--- src/core/fp_class_defines.vh ---
// Field layouts, biases and class encodings for the operand classifier.
// Assumes IEEE754-style binary32 and binary64 words presented by the issue stage.
`ifndef FP_CLASS_DEFINES_VH
`define FP_CLASS_DEFINES_VH

`define SP_WIDTH      32
`define DP_WIDTH      64
`define SP_EXP_WIDTH  8
`define DP_EXP_WIDTH  11
`define SP_FRAC_WIDTH 23
`define DP_FRAC_WIDTH 52
`define SP_PREC       24
`define DP_PREC       53
`define SP_BIAS       12'h07f
`define DP_BIAS       12'h3ff
`define SP_EMIN       (-13'sd126)
`define DP_EMIN       (-13'sd1022)
`define SP_SIGN_BIT   31
`define DP_SIGN_BIT   63
`define SP_EXP_LSB    23
`define DP_EXP_LSB    52
`define SP_EXP_MAX    11'h0ff
`define DP_EXP_MAX    11'h7ff

`define CLASS_WIDTH   6
`define CLASS_SIGNALING_NOT_A_NUMBER    6'h20
`define CLASS_QUIET_NOT_A_NUMBER    6'h10
`define CLASS_INF     6'h08
`define CLASS_NORM    6'h04
`define CLASS_DENORM  6'h02
`define CLASS_ZERO    6'h01

`define FREG_COUNT    32
`define FREG_ADDR_W   5
`define DREG_ADDR_W   4

`endif

--- src/core/fp_operand_classifier.v ---
// Operand classifier with FPU-enable gate and the floating-point register file.
// Assumes the issue stage on the same clock drives the request and operand.
`include "fp_class_defines.vh"

module fp_operand_classifier (
	input  wire                      clk_i,
	input  wire                      arst_n_i,
	input  wire                      fpu_enable_status_bit_i,
	input  wire                      issue_valid_i,
	input  wire                      dbl_i,
	input  wire [`DP_WIDTH-1:0]      operand_i,
	output wire                      exec_valid_o,
	output wire                      disable_exc_o,
	output wire                      sign_o,
	output wire [`CLASS_WIDTH-1:0]   class_o,
	output wire signed [12:0]        true_exp_o,
	output wire [`DP_PREC-1:0]       significand_o,
	input  wire                      wr_en_i,
	input  wire                      wr_dbl_i,
	input  wire [`FREG_ADDR_W-1:0]   wr_addr_i,
	input  wire [`DP_WIDTH-1:0]      wr_data_i,
	input  wire                      rd_dbl_i,
	input  wire [`FREG_ADDR_W-1:0]   rd_addr_i,
	output wire [`DP_WIDTH-1:0]      rd_data_o
);

	////////////////////////////////////////////////////////////////////////////////
	// Field extraction. Singles sit in the low 32 bits of the operand bus. Both
	// precisions are widened to an 11-bit exponent and a 52-bit fraction so one
	// classify function serves both; a single fraction is zero-filled at the bottom so
	// that its leading bit lands where a double's does.

	function field_sign;
		input                 d;
		input [`DP_WIDTH-1:0] w;
		begin
			if (d) begin
				field_sign = w[`DP_SIGN_BIT];
			end else begin
				field_sign = w[`SP_SIGN_BIT];
			end
		end
	endfunction

	function [`DP_EXP_WIDTH-1:0] field_exp;
		input                 d;
		input [`DP_WIDTH-1:0] w;
		begin
			if (d) begin
				field_exp = w[`DP_EXP_LSB +: `DP_EXP_WIDTH];
			end else begin
				field_exp = {3'h0, w[`SP_EXP_LSB +: `SP_EXP_WIDTH]};
			end
		end
	endfunction

	function [`DP_FRAC_WIDTH-1:0] field_frac;
		input                 d;
		input [`DP_WIDTH-1:0] w;
		begin
			if (d) begin
				field_frac = w[`DP_FRAC_WIDTH-1:0];
			end else begin
				field_frac = {w[`SP_FRAC_WIDTH-1:0], 29'h0};
			end
		end
	endfunction

	function [`DP_EXP_WIDTH-1:0] exp_ones;
		input d;
		begin
			if (d) begin
				exp_ones = `DP_EXP_MAX;
			end else begin
				exp_ones = `SP_EXP_MAX;
			end
		end
	endfunction

	function [`CLASS_WIDTH-1:0] classify;
		input [`DP_EXP_WIDTH-1:0]  e;
		input [`DP_FRAC_WIDTH-1:0] f;
		input [`DP_EXP_WIDTH-1:0]  emax;
		begin
			if (e == emax && f != 52'h0) begin
				// Top fraction bit set means signaling on this unit.
				classify = f[51] ? `CLASS_SIGNALING_NOT_A_NUMBER : `CLASS_QUIET_NOT_A_NUMBER;
			end else if (e == emax) begin
				classify = `CLASS_INF;
			end else if (e != 11'h0) begin
				classify = `CLASS_NORM;
			end else if (f != 52'h0) begin
				classify = `CLASS_DENORM;
			end else begin
				classify = `CLASS_ZERO;
			end
		end
	endfunction

	wire                      sign;
	wire [`DP_EXP_WIDTH-1:0]  exp_f;
	wire [`DP_FRAC_WIDTH-1:0] frac_f;
	wire [`DP_EXP_WIDTH-1:0]  exp_all_ones;
	wire [`CLASS_WIDTH-1:0]   cls;

	assign sign         = field_sign(dbl_i, operand_i);
	assign exp_f        = field_exp(dbl_i, operand_i);
	assign frac_f       = field_frac(dbl_i, operand_i);
	assign exp_all_ones = exp_ones(dbl_i);
	assign cls          = classify(exp_f, frac_f, exp_all_ones);

	////////////////////////////////////////////////////////////////////////////////
	// True exponent and significand. Denormals use the minimum exponent and a
	// hidden zero, so the exponent never reads one below the normal range.
	// The 13-bit signed width holds every unbiased double exponent with room.

	function signed [12:0] bias_of;
		input d;
		begin
			if (d) begin
				bias_of = $signed({1'b0, `DP_BIAS});
			end else begin
				bias_of = $signed({1'b0, `SP_BIAS});
			end
		end
	endfunction

	function signed [12:0] emin_of;
		input d;
		begin
			if (d) begin
				emin_of = `DP_EMIN;
			end else begin
				emin_of = `SP_EMIN;
			end
		end
	endfunction

	// 24-bit single significands are right aligned in the 53-bit bus.
	function [`DP_PREC-1:0] significand_of;
		input                      d;
		input                      h;
		input [`DP_FRAC_WIDTH-1:0] f;
		begin
			if (d) begin
				significand_of = {h, f};
			end else begin
				significand_of = {29'h0, h, f[`DP_FRAC_WIDTH-1 -: `SP_FRAC_WIDTH]};
			end
		end
	endfunction

	wire signed [12:0]  bias;
	wire signed [12:0]  emin;
	wire signed [12:0]  exp_wide;
	wire                hidden;
	reg  signed [12:0]  true_exp;
	reg  [`DP_PREC-1:0] significand;

	assign bias     = bias_of(dbl_i);
	assign emin     = emin_of(dbl_i);
	assign exp_wide = $signed({2'b00, exp_f});
	assign hidden   = (exp_f != 11'h0);

	always @* begin
		true_exp    = emin;
		significand = significand_of(dbl_i, hidden, frac_f);
		if (hidden) begin
			true_exp = exp_wide - bias;
		end
	end

	assign true_exp_o    = true_exp;
	assign significand_o = significand;

	////////////////////////////////////////////////////////////////////////////////
	// Enable gate: the disable exception replaces execution, never both. The
	// class is still shown on a refused issue so the trap handler can see it.

	reg                    exec_valid;
	reg                    disable_exc;
	reg [`CLASS_WIDTH-1:0] class_shown;

	always @* begin
		exec_valid  = 1'b0;
		disable_exc = 1'b0;
		class_shown = {`CLASS_WIDTH{1'b0}};
		case ({issue_valid_i, fpu_enable_status_bit_i})
			2'b11: begin
				exec_valid  = 1'b1;
				class_shown = cls;
			end
			2'b10: begin
				disable_exc = 1'b1;
				class_shown = cls;
			end
			default: begin
				class_shown = {`CLASS_WIDTH{1'b0}};
			end
		endcase
	end

	assign exec_valid_o  = exec_valid;
	assign disable_exc_o = disable_exc;
	assign sign_o        = sign;
	assign class_o       = class_shown;

	fp_reg_file #(
		.COUNT(`FREG_COUNT)
	) u_regs (
		.clk_i    (clk_i),
		.arst_n_i (arst_n_i),
		.wr_en_i  (wr_en_i),
		.wr_dbl_i (wr_dbl_i),
		.wr_addr_i(wr_addr_i),
		.wr_data_i(wr_data_i),
		.rd_dbl_i (rd_dbl_i),
		.rd_addr_i(rd_addr_i),
		.rd_data_o(rd_data_o)
	);

endmodule

--- src/core/fp_reg_file.v ---
// Floating-point register file: 32 single words, also read and written as 16 double pairs.
// Assumes a single clock; read data come out of registers one cycle after the address.
`include "fp_class_defines.vh"

module fp_reg_file #(
	parameter COUNT = `FREG_COUNT
) (
	input  wire                      clk_i,
	input  wire                      arst_n_i,
	input  wire                      wr_en_i,
	input  wire                      wr_dbl_i,
	input  wire [`FREG_ADDR_W-1:0]   wr_addr_i,
	input  wire [`DP_WIDTH-1:0]      wr_data_i,
	input  wire                      rd_dbl_i,
	input  wire [`FREG_ADDR_W-1:0]   rd_addr_i,
	output reg  [`DP_WIDTH-1:0]      rd_data_o
);

	reg [`SP_WIDTH-1:0] mem [0:COUNT-1];
	wire [`FREG_ADDR_W-1:0] wr_even = {wr_addr_i[`FREG_ADDR_W-1:1], 1'b0};
	wire [`FREG_ADDR_W-1:0] rd_even = {rd_addr_i[`FREG_ADDR_W-1:1], 1'b0};

	// A double pair is the even register (high word) and the odd one above it.
	always @(posedge clk_i) begin
		if (wr_en_i && wr_dbl_i) begin
			mem[wr_even]        <= wr_data_i[63:32];
			mem[wr_even | 5'h01] <= wr_data_i[31:0];
		end else if (wr_en_i) begin
			mem[wr_addr_i] <= wr_data_i[31:0];
		end
	end

	always @(posedge clk_i or negedge arst_n_i) begin
		if (!arst_n_i) begin
			rd_data_o <= 64'h0;
		end else if (rd_dbl_i) begin
			rd_data_o <= {mem[rd_even], mem[rd_even | 5'h01]};
		end else begin
			rd_data_o <= {32'h0, mem[rd_addr_i]};
		end
	end

endmodule

--- config.mk ---
export PLATFORM = sky130hd
export DESIGN_NAME = fp_operand_classifier
export DESIGN_NICKNAME = d
export VERILOG_FILES = /design/src/core/fp_operand_classifier.v /design/src/core/fp_reg_file.v
export VERILOG_INCLUDE_DIRS = /design/src /design/src/core
export SDC_FILE = /design/constraint.sdc
export NUM_CORES = 2
export LEC_CHECK = 0
export BUFFER_PORTS_ARGS = -buffer_cell sky130_fd_sc_hd__buf_2
export CAP_MARGIN = 15
export CORE_UTILIZATION = 59
export DETAILED_ROUTE_END_ITERATION = 8
export PLACE_DENSITY = 0.77
export SETUP_SLACK_MARGIN = 0.1
export SYNTH_ARGS = -nofsm -noshare
export SYNTH_HDL_FRONTEND = slang
export SYNTH_HIERARCHICAL = 1
export SYNTH_SLANG_ARGS = --single-unit
--- constraint.sdc ---
create_clock -name clk_i -period 2.6 [get_ports clk_i]
set_input_delay 0.13 -clock clk_i [delete_from_list [all_inputs] [get_ports clk_i]]
set_output_delay 0.13 -clock clk_i [all_outputs]
set_load 0.05 [all_outputs]
======== After elaboration in Yosys (flattened, before gate mapping) ========
Memory sizes are Yosys's and may differ from the RTL's.
Index checks and enable logic that the tools add are counted.
operators by class
  reductions and logical operators ........ 6
  add/subtract/negate cells ............... 1
  equality and inequality tests ........... 3
  multiplexer cells ....................... 25
operators by type and width
  cell                count
  $mux 64             1
  $mux 53             1
  $mux 52             1
  $reduce_bool 52->1  1
  $mux 32             1
  $reduce_or 32->1    1
  $mux 11             2
  $mux 10             2
  $mux 6              3
  $mux 13             1
  $sub 12x13->13      1
  $eq 11x11->1        1
  $reduce_bool 11->1  1
  $mux 1              9
  $mux 5              1
  $eq 2x2->1 const B  2
  $mux 4              1
  $mux 3              1
  $logic_and 1x1->1   2
  $mux 2              1
  $reduce_or 2->1     1
storage, ports and cells
  output and inout bits ................... 139
  input bits .............................. 146
  memories ................................ 1
  bits in writable memories ............... 1024
  logic and storage cells ................. 37
  register bits after elaboration ......... 64
memories
  memory      depth  bits a word  rd ports  clocked after memory_dff  wr ports  line              RTL
  u_regs.mem  32     32           3         0                         2         fp_reg_file.v:19  reg [`SP_WIDTH-1:0] mem [0:COUNT-1];

======== Depth between registers and ports, before layout ========
  depth after elaboration ................. 7
  depth in mapped cells ................... 10
  mapped depth without buffers ............ 7

======== Hierarchy ========
Netlist, hierarchy kept.
modules (own cells, without submodules)
  module                 instances  area an instance (um2)  sequential area each (um2)  cells an instance
  fp_reg_file            1          51054.0                 32351.0                     2661
  fp_operand_classifier  1          1004.7                  0.0                         173

======== Worst setup path after synthesis ========
Ideal clock, no wire load.
  kind .................................... input to register
  start ................................... input wr_addr_i[3]
  end ..................................... memory u_regs/mem[10][0] (netlist bit), enable pin
  buffers on the path ..................... 1
  cell stages on the path ................. 4
  path slack .............................. -721 ps
  arrival ................................. 2855 ps
  path through ............................ nor2b_1 -> clkbuf_1 -> nand3_1 -> o21ai_0
RTL lines
  element      line                        RTL
  from (decl)  fp_operand_classifier.v:20  input wire [`FREG_ADDR_W-1:0] wr_addr_i,
  to (decl)    fp_reg_file.v:19

======== Worst setup path in the final report ========
  start ................................... input dbl_i
  end ..................................... output true_exp_o[8]
between the ends
  cells in the longest elaborated chain, start to end .. 3
  elaborated cells on any way between the ends .. 6
  classes of those cells .................. 1 x add/sub; 4 x mux; 1 x reduce/logical
RTL lines
  element                                                      line                                                      RTL
  from (decl)                                                  fp_operand_classifier.v:10                                input wire dbl_i,
  $mux 11 / $mux 10 (equally long branches)                    fp_operand_classifier.v:49, fp_operand_classifier.v:120
  $sub 12x13->13 / $reduce_bool 11->1 (equally long branches)  fp_operand_classifier.v:169, fp_operand_classifier.v:163
  $mux 13 *                                                    fp_operand_classifier.v:168                               if (hidden) begin
  to (decl)                                                    fp_operand_classifier.v:16                                output wire signed [12:0] true_exp_o,
Every way passes the cells marked *; elsewhere a longest branch is shown, timed or not.

==> reports/metrics.cfg <==
[status]
status = completed

[placement]
place_area_um2 = 56400
gp_congestion = 0.953
io_buffers = 284
dp_hpwl_um = 104000

[clock_network]
insertion_delay_ps = 720
htree_levels = 3
cts_root_buf = clkbuf_16
clock-sinks = 1088
clk_pin_slew_ps = 60
post_cts_buffers = 0
cts_buffer_depth = 3
cts-buffers-inserted = 111
cts_tree = yes

[global_route]
antenna_found_initial = 8
grt_pass1_vias = 31979
grt_use_total_pct = 37.3
grt_max_degree = 64
grt_pass1_wl_um = 233000
overflow = 0

[sta]
slew_violations = 0
setup_viol = 0
max_freq_mhz = 454
rsz0062_at_grt = no
fin_crit_sh_pct = 84.7
hold_viol_final = 0
fin_crit_ps = 2200
fin_skew_ps = 25.6
tns_ps = 0
worst_pin_slew_ps = 784
max_slew_margin_pct = 47.7

[critical_path]
crit_path_end_kind = output port
cp.required_ps = 2470
path_class = in -> out
cp_max_fo = 10
startpoint_type = input port
crit_arrival_ps = 2070

[power]
total_power_mw = 40.1
power_density_nw_per_um2 = 662
peakVddDrop_v = 0.000614
p_leak_nw = 20.8

[min_path]
hold_path_class = in -> reg

[logic_synthesis]
yosys-top-cells-count = edfxtp_1, mux2_2, mux4_2
ys_async_sr_fraction_pct = 5.88
syn_area_um2 = 52100
synth_most_common_cell = edfxtp_1
synth_top_area_share_pct = 59.1
ys_warn_count = 6
postSynthAreaPerCell_um2 = 18.4
yosys.area.top_type = edfxtp_1
synth-main-ff-cell = edfxtp_1
yosys-top-cells-area = edfxtp_1, mux4_2, mux2_2
synth-edff-count = 1024
synth-seq-cells = 1088
netlist-cell-type-count = 53
syn-num-nets = 2982
yosysSeqAreaShare_pct = 62.1
synth_cells = 2834

[layout]
nNetsFinal = 3335
area_growth_pct = 16.3
postLayoutCellArea_um2 = 60600
drive_gt1_share_pct = 48.8

[floorplanning]
io_pins = 285
die_h_um = 299
core_um2 = 87000
dieArea_um2 = 89400
initial_core_util_pct = 59.8
row_count = 108
die_w_um = 299

[route]
first_pass_iters = 8
drt-initial-drc-count = 4644
wirelength_um = 166000
postRouteAntennaNets = 0
wl_per_cell_um = 37.4
vias_per_cell = 7.21
drc = 0
routed-via-count = 32082

[flow_run]
drv_cap = 0

-- cell usage in the layout (no fill, tap or decap), types with 9 or more instances in the layout --
cell type	count
nor4_1	12
clkbuf_8	14
nor2_4	17
o21ai_0	10
nand2_1	41
dfrtp_1	64
and2_1	58
clkinv_2	20
buf_4	107
clkbuf_1	35
a221o_1	9
a2111o_1	10
nor2_1	31
mux4_2	378
nand3_1	15
nand4_1	10
a21boi_0	9
clkbuf_16	113
clkinv_1	12
a22oi_1	40
diode_2	9
o22ai_1	53
mux2i_1	116
mux2_2	529
o21ai_4	11
nand2_2	11
edfxtp_1	1024
buf_12	81
dlygate4sd3_1	51
buf_2	278
-- worst max-delay path, cell delays in order --
cell and delay [ps]:
buf_2 250, mux2_2 400, ha_1 260, o21ai_1 200, nand2b_1 260, nand2_1 140, o21ai_1 110, buf_2 310
-- layout make-up --
class / count / area, um^2
fill: 5484 / 26500
sequential: 1088 / 32400
clock inverter: 50 / 483
tap: 1155 / 1450
inverter: 6 / 22.5
clock buffer: 162 / 3150
timing repair buffer: 520 / 4370
multi-input combinational: 1460 / 18700
antenna: 9 / 22.5
-- metrics by stage --
| stage | cells | hold slack [ps] | utilization [%] | setup slack [ps] |
|---|---|---|---|---|
| 2_1_floorplan | 2834 | -166 | - | -171 |
| 3_3_place_gp | 4177 | 203 | 64.8 | 268 |
| 3_5_place_dp | 4177 | 231 | 64.8 | 220 |
| 4_1_cts | 4440 | 1.63 | 69.5 | 424 |
| 5_1_grt | 4441 | 18.9 | 69.6 | 302 |
| 6_report | 4450 | 6.77 | 69.6 | 397 |
-- routing by layer --
metal / up-vias / global-route usage, % / wire length [um]
li1: 12411 / - / -
met1: 16645 / 52.7 / 61800
met2: 2545 / 54.1 / 74400
met3: 471 / 11.9 / 23200
met4: 10 / 15.6 / 6990
met5: - / 0 / 52
-- flip-flops by register name (all words and copies together), names as in the netlist --
signal,cells
u_regs/mem,1024
u_regs/rd_data_o,64
-- cells by family (layout without fill, tap and decap cells) --
| kind of cell | count (synthesis) | after routing | share of synthesized area [%] |
|---|---|---|---|
| flops | 1088 | 1088 | 62.1 |
| mux | 1023 | 1023 | 30.0 |
| buf+inv | 286 | 738 | 2.62 |
| simple gates | 245 | 245 | 2.48 |
| compound gates | 179 | 179 | 2.50 |
| xor+xnor | 11 | 11 | 0.185 |
| fa+ha+maj | 2 | 2 | 0.0481 |
| other cells | 0 | 9 | 0 |
-- final timing paths --
path                                         from              endpoint  slack, ps  cells after the start
worst min-delay path                wr_data_i[42]    u_regs/mem[16][10]          7                      2
worst min register to register  u_regs/mem[5][16]  u_regs/rd_data_o[16]        840                      4
max in group asynchronous                arst_n_i   u_regs/rd_data_o[9]       1870                      3
worst max-delay path                        dbl_i         true_exp_o[8]        400                      8
worst max register to register  u_regs/mem[28][9]   u_regs/rd_data_o[9]        650                      3
min in group asynchronous                arst_n_i  u_regs/rd_data_o[56]         40                      2
-- where the power goes --
group / internal, mW / leakage (nW) / switching [mW] / total, mW
clock network: 9.12 / 1.77 / 6.79 / 15.9
registers: 19.6 / 10.0 / 0.146 / 19.7
logic: 1.73 / 8.94 / 2.74 / 4.48
total: 30.4 / 20.8 / 9.68 / 40.1
-- timing repair --
action / 4_1_cts / 5_1_grt
hold endpoints to repair: 816 / 0
hold buffers: 51 / 0
gates resized for setup: 0 / 0
Note: power is estimated with default switching activity, not from simulation.
